### src/verilog/tsc_pkg.sv
// Constants for the video switch configuration register bank.
// Assumes a 10 MHz system clock and a byte-wide register write port.
`default_nettype none
package tsc_pkg;
    // ==========================================
    // Register addresses
    localparam logic [7:0] ADDR_HS_MODE = 8'h00;
    localparam logic [7:0] ADDR_AUX_MODE = 8'h01;
    localparam logic [7:0] ADDR_RX_SET = 8'h10;
    localparam logic [7:0] ADDR_TERM_PULSE = 8'h11;
    localparam logic [7:0] ADDR_EQUALIZE_LEVEL_MASK = 8'h13;
    localparam logic [7:0] ADDR_TX_SET = 8'h20;
    // ==========================================
    // Reset values
    localparam logic [7:0] RST_HS_MODE = 8'h40;
    localparam logic [7:0] RST_AUX_MODE = 8'h40;
    localparam logic [7:0] RST_RX_SET = 8'h01;
    localparam logic [7:0] RST_TERM_PULSE = 8'h00;
    localparam logic [7:0] RST_EQUALIZE_LEVEL_MASK = 8'h00;
    localparam logic [7:0] RST_TX_SET = 8'h03;
    // ==========================================
    // Field positions
    localparam int BIT_ENABLE = 6;
    localparam int BIT_SOURCE = 0;
    localparam int BIT_IN_TERM = 0;
    localparam int BIT_DRIVE = 0;
    localparam int BIT_OUT_TERM = 1;
    localparam int POS_PREEMPH = 2;
    localparam int NUM_REGS = 6;
    // ==========================================
    // Timing
    localparam int CLK_HZ = 10_000_000;
    localparam int PULSE_MS = 100;
    localparam int PULSE_CYCLES = CLK_HZ / 1000 * PULSE_MS;
    localparam int UPDATE_US = 10;
    localparam int UPDATE_CYCLES = CLK_HZ / 1_000_000 * UPDATE_US;
endpackage : tsc_pkg
`default_nettype wire

### src/verilog/tsc_reg_store.sv
// Six-entry register memory with registered read data.
// Assumes one write or one read per cycle from the owning bank.
`default_nettype none
module tsc_reg_store
    import tsc_pkg::*;
(
    input wire logic clk_sys,
    input wire logic rst_sync_n,
    input wire logic wr_en,
    input wire logic [2:0] wr_idx,
    input wire logic [7:0] wr_data,
    input wire logic [2:0] rd_idx,
    output logic [7:0] rd_data,
    output logic [8*NUM_REGS-1:0] all_q
);
    logic [7:0] mem_q [NUM_REGS];

    function automatic logic [7:0] reset_of(input int idx);
        case (idx)
            0: reset_of = RST_HS_MODE;
            1: reset_of = RST_AUX_MODE;
            2: reset_of = RST_RX_SET;
            3: reset_of = RST_TERM_PULSE;
            4: reset_of = RST_EQUALIZE_LEVEL_MASK;
            default: reset_of = RST_TX_SET;
        endcase
    endfunction : reset_of

    genvar g;
    generate
        for (g = 0; g < NUM_REGS; g++)
        begin : g_reg
            always_ff @(posedge clk_sys or negedge rst_sync_n)
            begin
                if (!rst_sync_n)
                    mem_q[g] <= reset_of(g);
                else if (wr_en && wr_idx == 3'(g))
                    mem_q[g] <= wr_data;
            end
            assign all_q[8*g +: 8] = mem_q[g];
        end
    endgenerate

    always_ff @(posedge clk_sys or negedge rst_sync_n)
    begin
        if (!rst_sync_n)
            rd_data <= 8'h00;
        else if (rd_idx < 3'(NUM_REGS))
            rd_data <= mem_q[rd_idx];
        else
            rd_data <= 8'h00;
    end
endmodule : tsc_reg_store
`default_nettype wire

### src/verilog/tsc_pulse_timer.sv
// Termination pulse timer for one source change.
// Assumes start is a one-cycle pulse in the system clock domain.
`default_nettype none
module tsc_pulse_timer
    import tsc_pkg::*;
(
    input wire logic clk_sys,
    input wire logic rst_sync_n,
    input wire logic start,
    output logic busy
);
    logic [20:0] cnt_q;

    always_ff @(posedge clk_sys or negedge rst_sync_n)
    begin
        if (!rst_sync_n)
        begin
            cnt_q <= 21'h0;
            busy <= 1'b0;
        end
        else if (start)
        begin
            cnt_q <= 21'(PULSE_CYCLES - 1);
            busy <= 1'b1;
        end
        else if (cnt_q != 21'h0)
            cnt_q <= cnt_q - 21'h1;
        else
            busy <= 1'b0;
    end
endmodule : tsc_pulse_timer
`default_nettype wire

### src/verilog/tsc_config_regs.sv
// Configuration register bank of a two-input video lane switch.
// Assumes a serial bus front end that delivers decoded byte writes and reads.
// Notes on behaviour
// - Enable bit 0 turns lanes off and enters standby; 1 turns lanes on.
// - Source select 0 routes group A to outputs, 1 routes group B.
// - Auxiliary enable 0 disconnects low-speed lines; 1 lets the switch conduct.
// - Auxiliary select 0 connects group A side lines, 1 group B.
// - Input termination bit 0 disconnects terminations, 1 connects them.
// - Termination pulsing happens only with input termination on, per lane mask.
// - Masked lane termination drops for about 100 ms on each source change.
// - Unmasked lane keeps its termination connected through a source change.
// - Pulse bits 0..3 map to A0..A3, bits 4..7 map to B3..B0.
// - Equalize bit 0 selects 6 dB, 1 selects 12 dB for its lane.
// - Equalize bits map to lanes with the same ordering as pulse bits.
// - Two-bit preemphasis gives 0, 2, 4 or 6 dB on all lanes.
// - Output termination bit 0 disables, 1 enables all output terminations.
// - Drive current bit 0 gives 10 mA, 1 gives 20 mA.
// - Writes inside an update window do not restart it; last value applies.
`default_nettype none
module tsc_config_regs
    import tsc_pkg::*;
(
    input wire logic clk_sys,
    input wire logic rst_n,
    input wire logic wr_stb,
    input wire logic rd_stb,
    input wire logic [7:0] reg_addr,
    input wire logic [7:0] reg_wdata,
    output logic [7:0] reg_rdata,
    output logic lane_switch_on,
    output logic lane_standby,
    output logic lane_source_sel,
    output logic side_switch_on,
    output logic side_source_sel,
    output logic input_term_on,
    output logic [3:0] term_conn_a,
    output logic [3:0] term_conn_b,
    output logic [3:0] eq_high_a,
    output logic [3:0] eq_high_b,
    output logic [1:0] preemphasis_level,
    output logic output_term_on,
    output logic drive_current_sel
);
    // ==========================================
    // Reset release
    logic rst_meta_q;
    logic rst_sync_n;

    always_ff @(posedge clk_sys or negedge rst_n)
    begin
        if (!rst_n)
        begin
            rst_meta_q <= 1'b0;
            rst_sync_n <= 1'b0;
        end
        else
        begin
            rst_meta_q <= 1'b1;
            rst_sync_n <= rst_meta_q;
        end
    end

    // ==========================================
    // Address decode
    function automatic logic [3:0] addr_index(input logic [7:0] a);
        if (a == ADDR_HS_MODE)
            addr_index = 4'h0;
        else if (a == ADDR_AUX_MODE)
            addr_index = 4'h1;
        else if (a == ADDR_RX_SET)
            addr_index = 4'h2;
        else if (a == ADDR_TERM_PULSE)
            addr_index = 4'h3;
        else if (a == ADDR_EQUALIZE_LEVEL_MASK)
            addr_index = 4'h4;
        else if (a == ADDR_TX_SET)
            addr_index = 4'h5;
        else
            addr_index = 4'h7;
    endfunction : addr_index

    logic [3:0] wr_sel;
    logic [3:0] rd_sel;
    logic wr_hit;
    logic [8*NUM_REGS-1:0] regs_all;
    logic [7:0] store_rdata;

    assign wr_sel = addr_index(reg_addr);
    assign rd_sel = addr_index(reg_addr);
    assign wr_hit = wr_stb && (wr_sel != 4'h7);

    tsc_reg_store u_store (
        .clk_sys(clk_sys),
        .rst_sync_n(rst_sync_n),
        .wr_en(wr_hit),
        .wr_idx(wr_sel[2:0]),
        .wr_data(reg_wdata),
        .rd_idx(rd_stb ? rd_sel[2:0] : 3'h7),
        .rd_data(store_rdata),
        .all_q(regs_all)
    );

    // Read data: unmapped addresses read as zero
    always_comb
    begin
        reg_rdata = store_rdata;
    end

    // ==========================================
    // Update windows, one per register
    logic [NUM_REGS-1:0] win_busy;
    logic [NUM_REGS-1:0] pend_q;
    logic [7:0] applied_q [NUM_REGS];
    logic [15:0] win_cnt_q [NUM_REGS];

    function automatic logic [7:0] reset_value(input int idx);
        case (idx)
            0: reset_value = RST_HS_MODE;
            1: reset_value = RST_AUX_MODE;
            2: reset_value = RST_RX_SET;
            3: reset_value = RST_TERM_PULSE;
            4: reset_value = RST_EQUALIZE_LEVEL_MASK;
            default: reset_value = RST_TX_SET;
        endcase
    endfunction : reset_value

    genvar g;
    generate
        for (g = 0; g < NUM_REGS; g++)
        begin : g_win
            logic wr_this;
            assign wr_this = wr_hit && (wr_sel == 4'(g));
            assign win_busy[g] = (win_cnt_q[g] != 16'h0);

            always_ff @(posedge clk_sys or negedge rst_sync_n)
            begin
                if (!rst_sync_n)
                    win_cnt_q[g] <= 16'h0;
                else if (win_busy[g])
                    win_cnt_q[g] <= win_cnt_q[g] - 16'h1;
                else if (wr_this || pend_q[g])
                    win_cnt_q[g] <= 16'(UPDATE_CYCLES);
            end

            always_ff @(posedge clk_sys or negedge rst_sync_n)
            begin
                if (!rst_sync_n)
                    pend_q[g] <= 1'b0;
                else if (wr_this && win_busy[g])
                    pend_q[g] <= 1'b1;
                else if (!win_busy[g])
                    pend_q[g] <= 1'b0;
            end

            // Apply immediately when idle, or the newest value when window ends
            always_ff @(posedge clk_sys or negedge rst_sync_n)
            begin
                if (!rst_sync_n)
                    applied_q[g] <= reset_value(g);
                else if (wr_this && !win_busy[g])
                    applied_q[g] <= reg_wdata;
                else if (pend_q[g] && !win_busy[g])
                    applied_q[g] <= regs_all[8*g +: 8];
            end
        end
    endgenerate

    // ==========================================
    // Source change detection and termination pulse
    logic src_prev_q;
    logic pulse_start;
    logic pulse_busy;

    always_ff @(posedge clk_sys or negedge rst_sync_n)
    begin
        if (!rst_sync_n)
            src_prev_q <= RST_HS_MODE[BIT_SOURCE];
        else
            src_prev_q <= applied_q[0][BIT_SOURCE];
    end

    assign pulse_start = (src_prev_q != applied_q[0][BIT_SOURCE]);

    tsc_pulse_timer u_pulse (
        .clk_sys(clk_sys),
        .rst_sync_n(rst_sync_n),
        .start(pulse_start),
        .busy(pulse_busy)
    );

    // Lane order of the mask bytes: bits 4..7 are B3..B0
    function automatic logic [3:0] b_lanes(input logic [7:0] m);
        b_lanes = {m[4], m[5], m[6], m[7]};
    endfunction : b_lanes

    // ==========================================
    // Output registers
    logic [7:0] hs_r;
    logic [7:0] aux_r;
    logic [7:0] rx_r;
    logic [7:0] pt_r;
    logic [7:0] eq_r;
    logic [7:0] tx_r;
    logic [3:0] drop_a;
    logic [3:0] drop_b;

    assign hs_r = applied_q[0];
    assign aux_r = applied_q[1];
    assign rx_r = applied_q[2];
    assign pt_r = applied_q[3];
    assign eq_r = applied_q[4];
    assign tx_r = applied_q[5];
    assign drop_a = (pulse_busy || pulse_start) ? pt_r[3:0] : 4'h0;
    assign drop_b = (pulse_busy || pulse_start) ? b_lanes(pt_r) : 4'h0;

    always_ff @(posedge clk_sys or negedge rst_sync_n)
    begin
        if (!rst_sync_n)
        begin
            lane_switch_on <= RST_HS_MODE[BIT_ENABLE];
            lane_standby <= !RST_HS_MODE[BIT_ENABLE];
            lane_source_sel <= RST_HS_MODE[BIT_SOURCE];
        end
        else
        begin
            lane_switch_on <= hs_r[BIT_ENABLE];
            lane_standby <= !hs_r[BIT_ENABLE];
            lane_source_sel <= hs_r[BIT_SOURCE];
        end
    end

    always_ff @(posedge clk_sys or negedge rst_sync_n)
    begin
        if (!rst_sync_n)
        begin
            side_switch_on <= RST_AUX_MODE[BIT_ENABLE];
            side_source_sel <= RST_AUX_MODE[BIT_SOURCE];
        end
        else
        begin
            side_switch_on <= aux_r[BIT_ENABLE];
            side_source_sel <= aux_r[BIT_SOURCE];
        end
    end

    always_ff @(posedge clk_sys or negedge rst_sync_n)
    begin
        if (!rst_sync_n)
        begin
            input_term_on <= RST_RX_SET[BIT_IN_TERM];
            term_conn_a <= {4{RST_RX_SET[BIT_IN_TERM]}};
            term_conn_b <= {4{RST_RX_SET[BIT_IN_TERM]}};
        end
        else
        begin
            input_term_on <= rx_r[BIT_IN_TERM];
            term_conn_a <= {4{rx_r[BIT_IN_TERM]}} & ~drop_a;
            term_conn_b <= {4{rx_r[BIT_IN_TERM]}} & ~drop_b;
        end
    end

    always_ff @(posedge clk_sys or negedge rst_sync_n)
    begin
        if (!rst_sync_n)
        begin
            eq_high_a <= RST_EQUALIZE_LEVEL_MASK[3:0];
            eq_high_b <= b_lanes(RST_EQUALIZE_LEVEL_MASK);
        end
        else
        begin
            eq_high_a <= eq_r[3:0];
            eq_high_b <= b_lanes(eq_r);
        end
    end

    always_ff @(posedge clk_sys or negedge rst_sync_n)
    begin
        if (!rst_sync_n)
        begin
            preemphasis_level <= RST_TX_SET[POS_PREEMPH +: 2];
            output_term_on <= RST_TX_SET[BIT_OUT_TERM];
            drive_current_sel <= RST_TX_SET[BIT_DRIVE];
        end
        else
        begin
            preemphasis_level <= tx_r[POS_PREEMPH +: 2];
            output_term_on <= tx_r[BIT_OUT_TERM];
            drive_current_sel <= tx_r[BIT_DRIVE];
        end
    end

    // Cycles since the current termination drop began
    logic [20:0] drop_len_q;

    always_ff @(posedge clk_sys or negedge rst_sync_n)
    begin
        if (!rst_sync_n)
            drop_len_q <= 21'h0;
        else if (pulse_start)
            drop_len_q <= 21'h0;
        else if (pulse_busy)
            drop_len_q <= drop_len_q + 21'h1;
    end
endmodule : tsc_config_regs
`default_nettype wire

### config.mk
export PLATFORM = sky130hd
export DESIGN_NAME = tsc_config_regs
export DESIGN_NICKNAME = d
export VERILOG_FILES = /design/src/verilog/tsc_pkg.sv /design/src/verilog/tsc_reg_store.sv /design/src/verilog/tsc_pulse_timer.sv /design/src/verilog/tsc_config_regs.sv
export SDC_FILE = /design/constraint.sdc
export NUM_CORES = 1
export LEC_CHECK = 0
export ABC_AREA = 1
export BUFFER_PORTS_ARGS = -buffer_cell sky130_fd_sc_hd__buf_2
export CORE_MARGIN = 5
export CORE_UTILIZATION = 50
export DETAILED_ROUTE_END_ITERATION = 12
export PLACE_DENSITY = 0.67
export SYNTH_ARGS = -nofsm -noshare
export SYNTH_HDL_FRONTEND = slang
export SYNTH_SLANG_ARGS = --single-unit
export TNS_END_PERCENT = 10
### constraint.sdc
create_clock -name clk_sys -period 9.1 [get_ports clk_sys]
set_input_delay 0.455 -clock clk_sys [delete_from_list [all_inputs] [get_ports clk_sys]]
set_output_delay 0.455 -clock clk_sys [all_outputs]
set_load 0.03 [all_outputs]
==> flow_metrics.tcl <==
set metrics [dict create \
    status "finished clean" \
    antenna_found_initial 0 \
    numCtsBuffers 27 \
    cts_resized 0 \
    num_rows 53 \
    drv_slew 0 \
    synth_common_cells "nand2_1, dfrtp_1, nor2_1" \
    core_mm2 0.0212 \
    grt_usage 0.187 \
    worst_pin_slew_ps 943 \
    worst-path-max-fanout 74 \
    ant_nets 0 \
    yosysWarnings 0 \
    path_common_cell "buf_4" \
    cts_sinks 233 \
    fin_cells 1644 \
    period_minus_slack_ps 2150 \
    dp.final_hpwl_um 16000 \
    p_leak_nw 6.14 \
    place_congestion 0.865 \
    synthCells 1276 \
    tns_ps 0 \
    io_buffers 53 \
    synthTopCellsByArea "dfrtp_1, nand2_1, nor2_1" \
    rsz0062_at_grt "no" \
    syn-num-nets 1307 \
    hold_buffers 1 \
    finalCritPeriodShare 0.236 \
    hold_path_class "reg -> async" \
    timing.fmax_mhz 465 \
    grt_max_degree 76 \
    routed_via_density 5.05 \
    tritoncts "done" \
    crit_family "buffers and inverters" \
    max_stage_delay_ps 840 \
    grt_pass1_vias 8170 \
    drtPass1Iterations 6 \
    nets 1379 \
    grt_overflow 0 \
    cp.required_ps 9630 \
    wl_per_cell_um 13.5 \
    htreeDepth 1 \
    p_per_area_mw_per_mm2 175 \
    io-pin-count 54 \
    syn_area_per_cell_um2 8.50 \
    root_buffer "clkbuf_16" \
    yosys.area.top_type "dfrtp_1" \
    synthFlopType "dfrtp_1" \
    post-cts-setup-buffers 0 \
    slew_headroom 0.371 \
    dp.cells 1593 \
    clockBufferDepth 3 \
    endpoint_kind "asynchronous set/reset pin" \
    synthArstFlopShare 1.00 \
    setup_viol 0 \
    clock_latency_ps 530 \
    ys_seq_elements 233 \
    timing.critical_path.buf_inv 2 \
    wl_um 22200 \
    ys_seq_area_frac 0.540 \
    ff2ff_path_depth 2 \
    finish.instance_area_mm2 0.0123 \
    syn_area_mm2 0.0108 \
    cp.arrival_ps 2680 \
    cpMaxStageDelayCell "buf_4" \
    die_w_um 157 \
    cap_violations 0 \
    synthDistinctLibCells 44 \
    die_y_um 157 \
    worstPathCellList "buf_4 -> buf_4" \
    synth_edf_count 0 \
    drtIter0Drc 483 \
    synth_top_area_frac 0.485 \
    drive_above_1_share 0.116 \
    synthToLayoutAreaGrowth_pct 13.5 \
    placed_cell_area_mm2 0.0114 \
    hold_viol_final 0 \
    grt_pass1_wl_um 38700 \
    finClkSkew_ps 11.5 \
    die_area_mm2 0.0247 \
    crit_path_start_kind "flip-flop" \
    crit_type "reg -> async" \
    vias 8307 \
    ir_worst_vdd_mv 0.163 \
    synth_most_common_cell "nand2_1" \
    start_util 0.511 \
    remaining_drc_errors 0 \
    n_antenna_cell 0 \
    clk_pin_slew_ps 60 \
    worstSetupPathDepth 2 \
]
where the power goes:
group / internal [mW] / switching [mW]
registers: 1.05 / 0.00637
logic: 0.0105 / 0.0364
clock network: 0.638 / 0.417
through the flow:
| step | power (mW) | hold WS, ps | setup slack (ps) | util |
|---|---|---|---|---|
| finish | 2.15 | 204 | 6950 | 0.580 |
| global route | 2.24 | 244 | 6500 | 0.580 |
| CTS | 2.18 | 214 | 6790 | 0.580 |
| detailed placement | 1.12 | 207 | 6520 | 0.537 |
| global placement | 1.12 | 207 | 6630 | 0.537 |
| floorplan | 1.10 | 159 | 2170 | - |
flip-flops by register name, indices dropped and copies added (netlist names), 6 cells and up:
signal,flops
pt_r,8
win_cnt_q,96
u_store.all_q,48
pend_q,6
u_pulse.cnt_q,21
u_store.rd_data,8
eq_r,8
cells in the final DEF, fill, tap and decap left out, types with 11 or more instances in the layout:
| master | n |
|---|---|
| o21ai_0 | 83 |
| nor2_1 | 182 |
| ha_1 | 11 |
| inv_1 | 176 |
| a21oi_1 | 47 |
| nor4_1 | 12 |
| nor3_1 | 37 |
| nand3_1 | 70 |
| nand4_1 | 24 |
| clkbuf_16 | 27 |
| xnor2_1 | 24 |
| dfstp_2 | 23 |
| dfrtp_1 | 209 |
| xor2_1 | 41 |
| buf_2 | 53 |
| nand2_1 | 250 |
area by class of cell:
cell class / count / area [µm²]
sequential: 233 / 5860
timing repair buffer: 58 / 305
clock inverter: 11 / 90.1
inverter: 182 / 684
multi-input combinational: 846 / 4220
fill: 1947 / 8920
clock buffer: 39 / 801
tap: 275 / 344
final timing paths:
check	startpoint	end	slack, ps
worst max-delay path	rst_sync_n$_DFF_PN0_	pend_q[1]$_DFFE_PN0P_	6950
worst min-delay path	rst_sync_n$_DFF_PN0_	u_pulse.cnt_q[5]$_DFFE_PN0P_	200
worst max register to register	rst_sync_n$_DFF_PN0_	pend_q[1]$_DFFE_PN0P_	6950
worst min register to register	rst_sync_n$_DFF_PN0_	u_pulse.cnt_q[5]$_DFFE_PN0P_	200
max in group clk_sys	u_pulse.cnt_q[0]$_DFFE_PN0P_	u_pulse.cnt_q[10]$_DFFE_PN0P_	7000
min in group clk_sys	reg_wdata[6]	u_store.all_q[6]$_DFFE_PN1P_	250
routing by layer:
metal | global-route usage | up-vias | wire length [µm]
met5 | 0 | - | 0
met4 | 0.0451 | 0 | 452
met3 | 0.0278 | 35 | 787
met2 | 0.302 | 116 | 10300
met1 | 0.269 | 3917 | 10700
li1 | - | 4239 | -
cells by family (layout without fill, tap and decap cells):
| logic type | after synthesis | count (layout) | share of synthesized area |
|---|---|---|---|
| compound gates | 165 | 165 | 0.0834 |
| xor+xnor | 65 | 65 | 0.0525 |
| fa+ha+maj | 11 | 11 | 0.0127 |
| buf+inv | 197 | 290 | 0.0709 |
| flops | 233 | 233 | 0.540 |
| other cells | 1 | 1 | 0.000346 |
| simple gates | 604 | 604 | 0.240 |
Power figures use the tool's default switching activity.
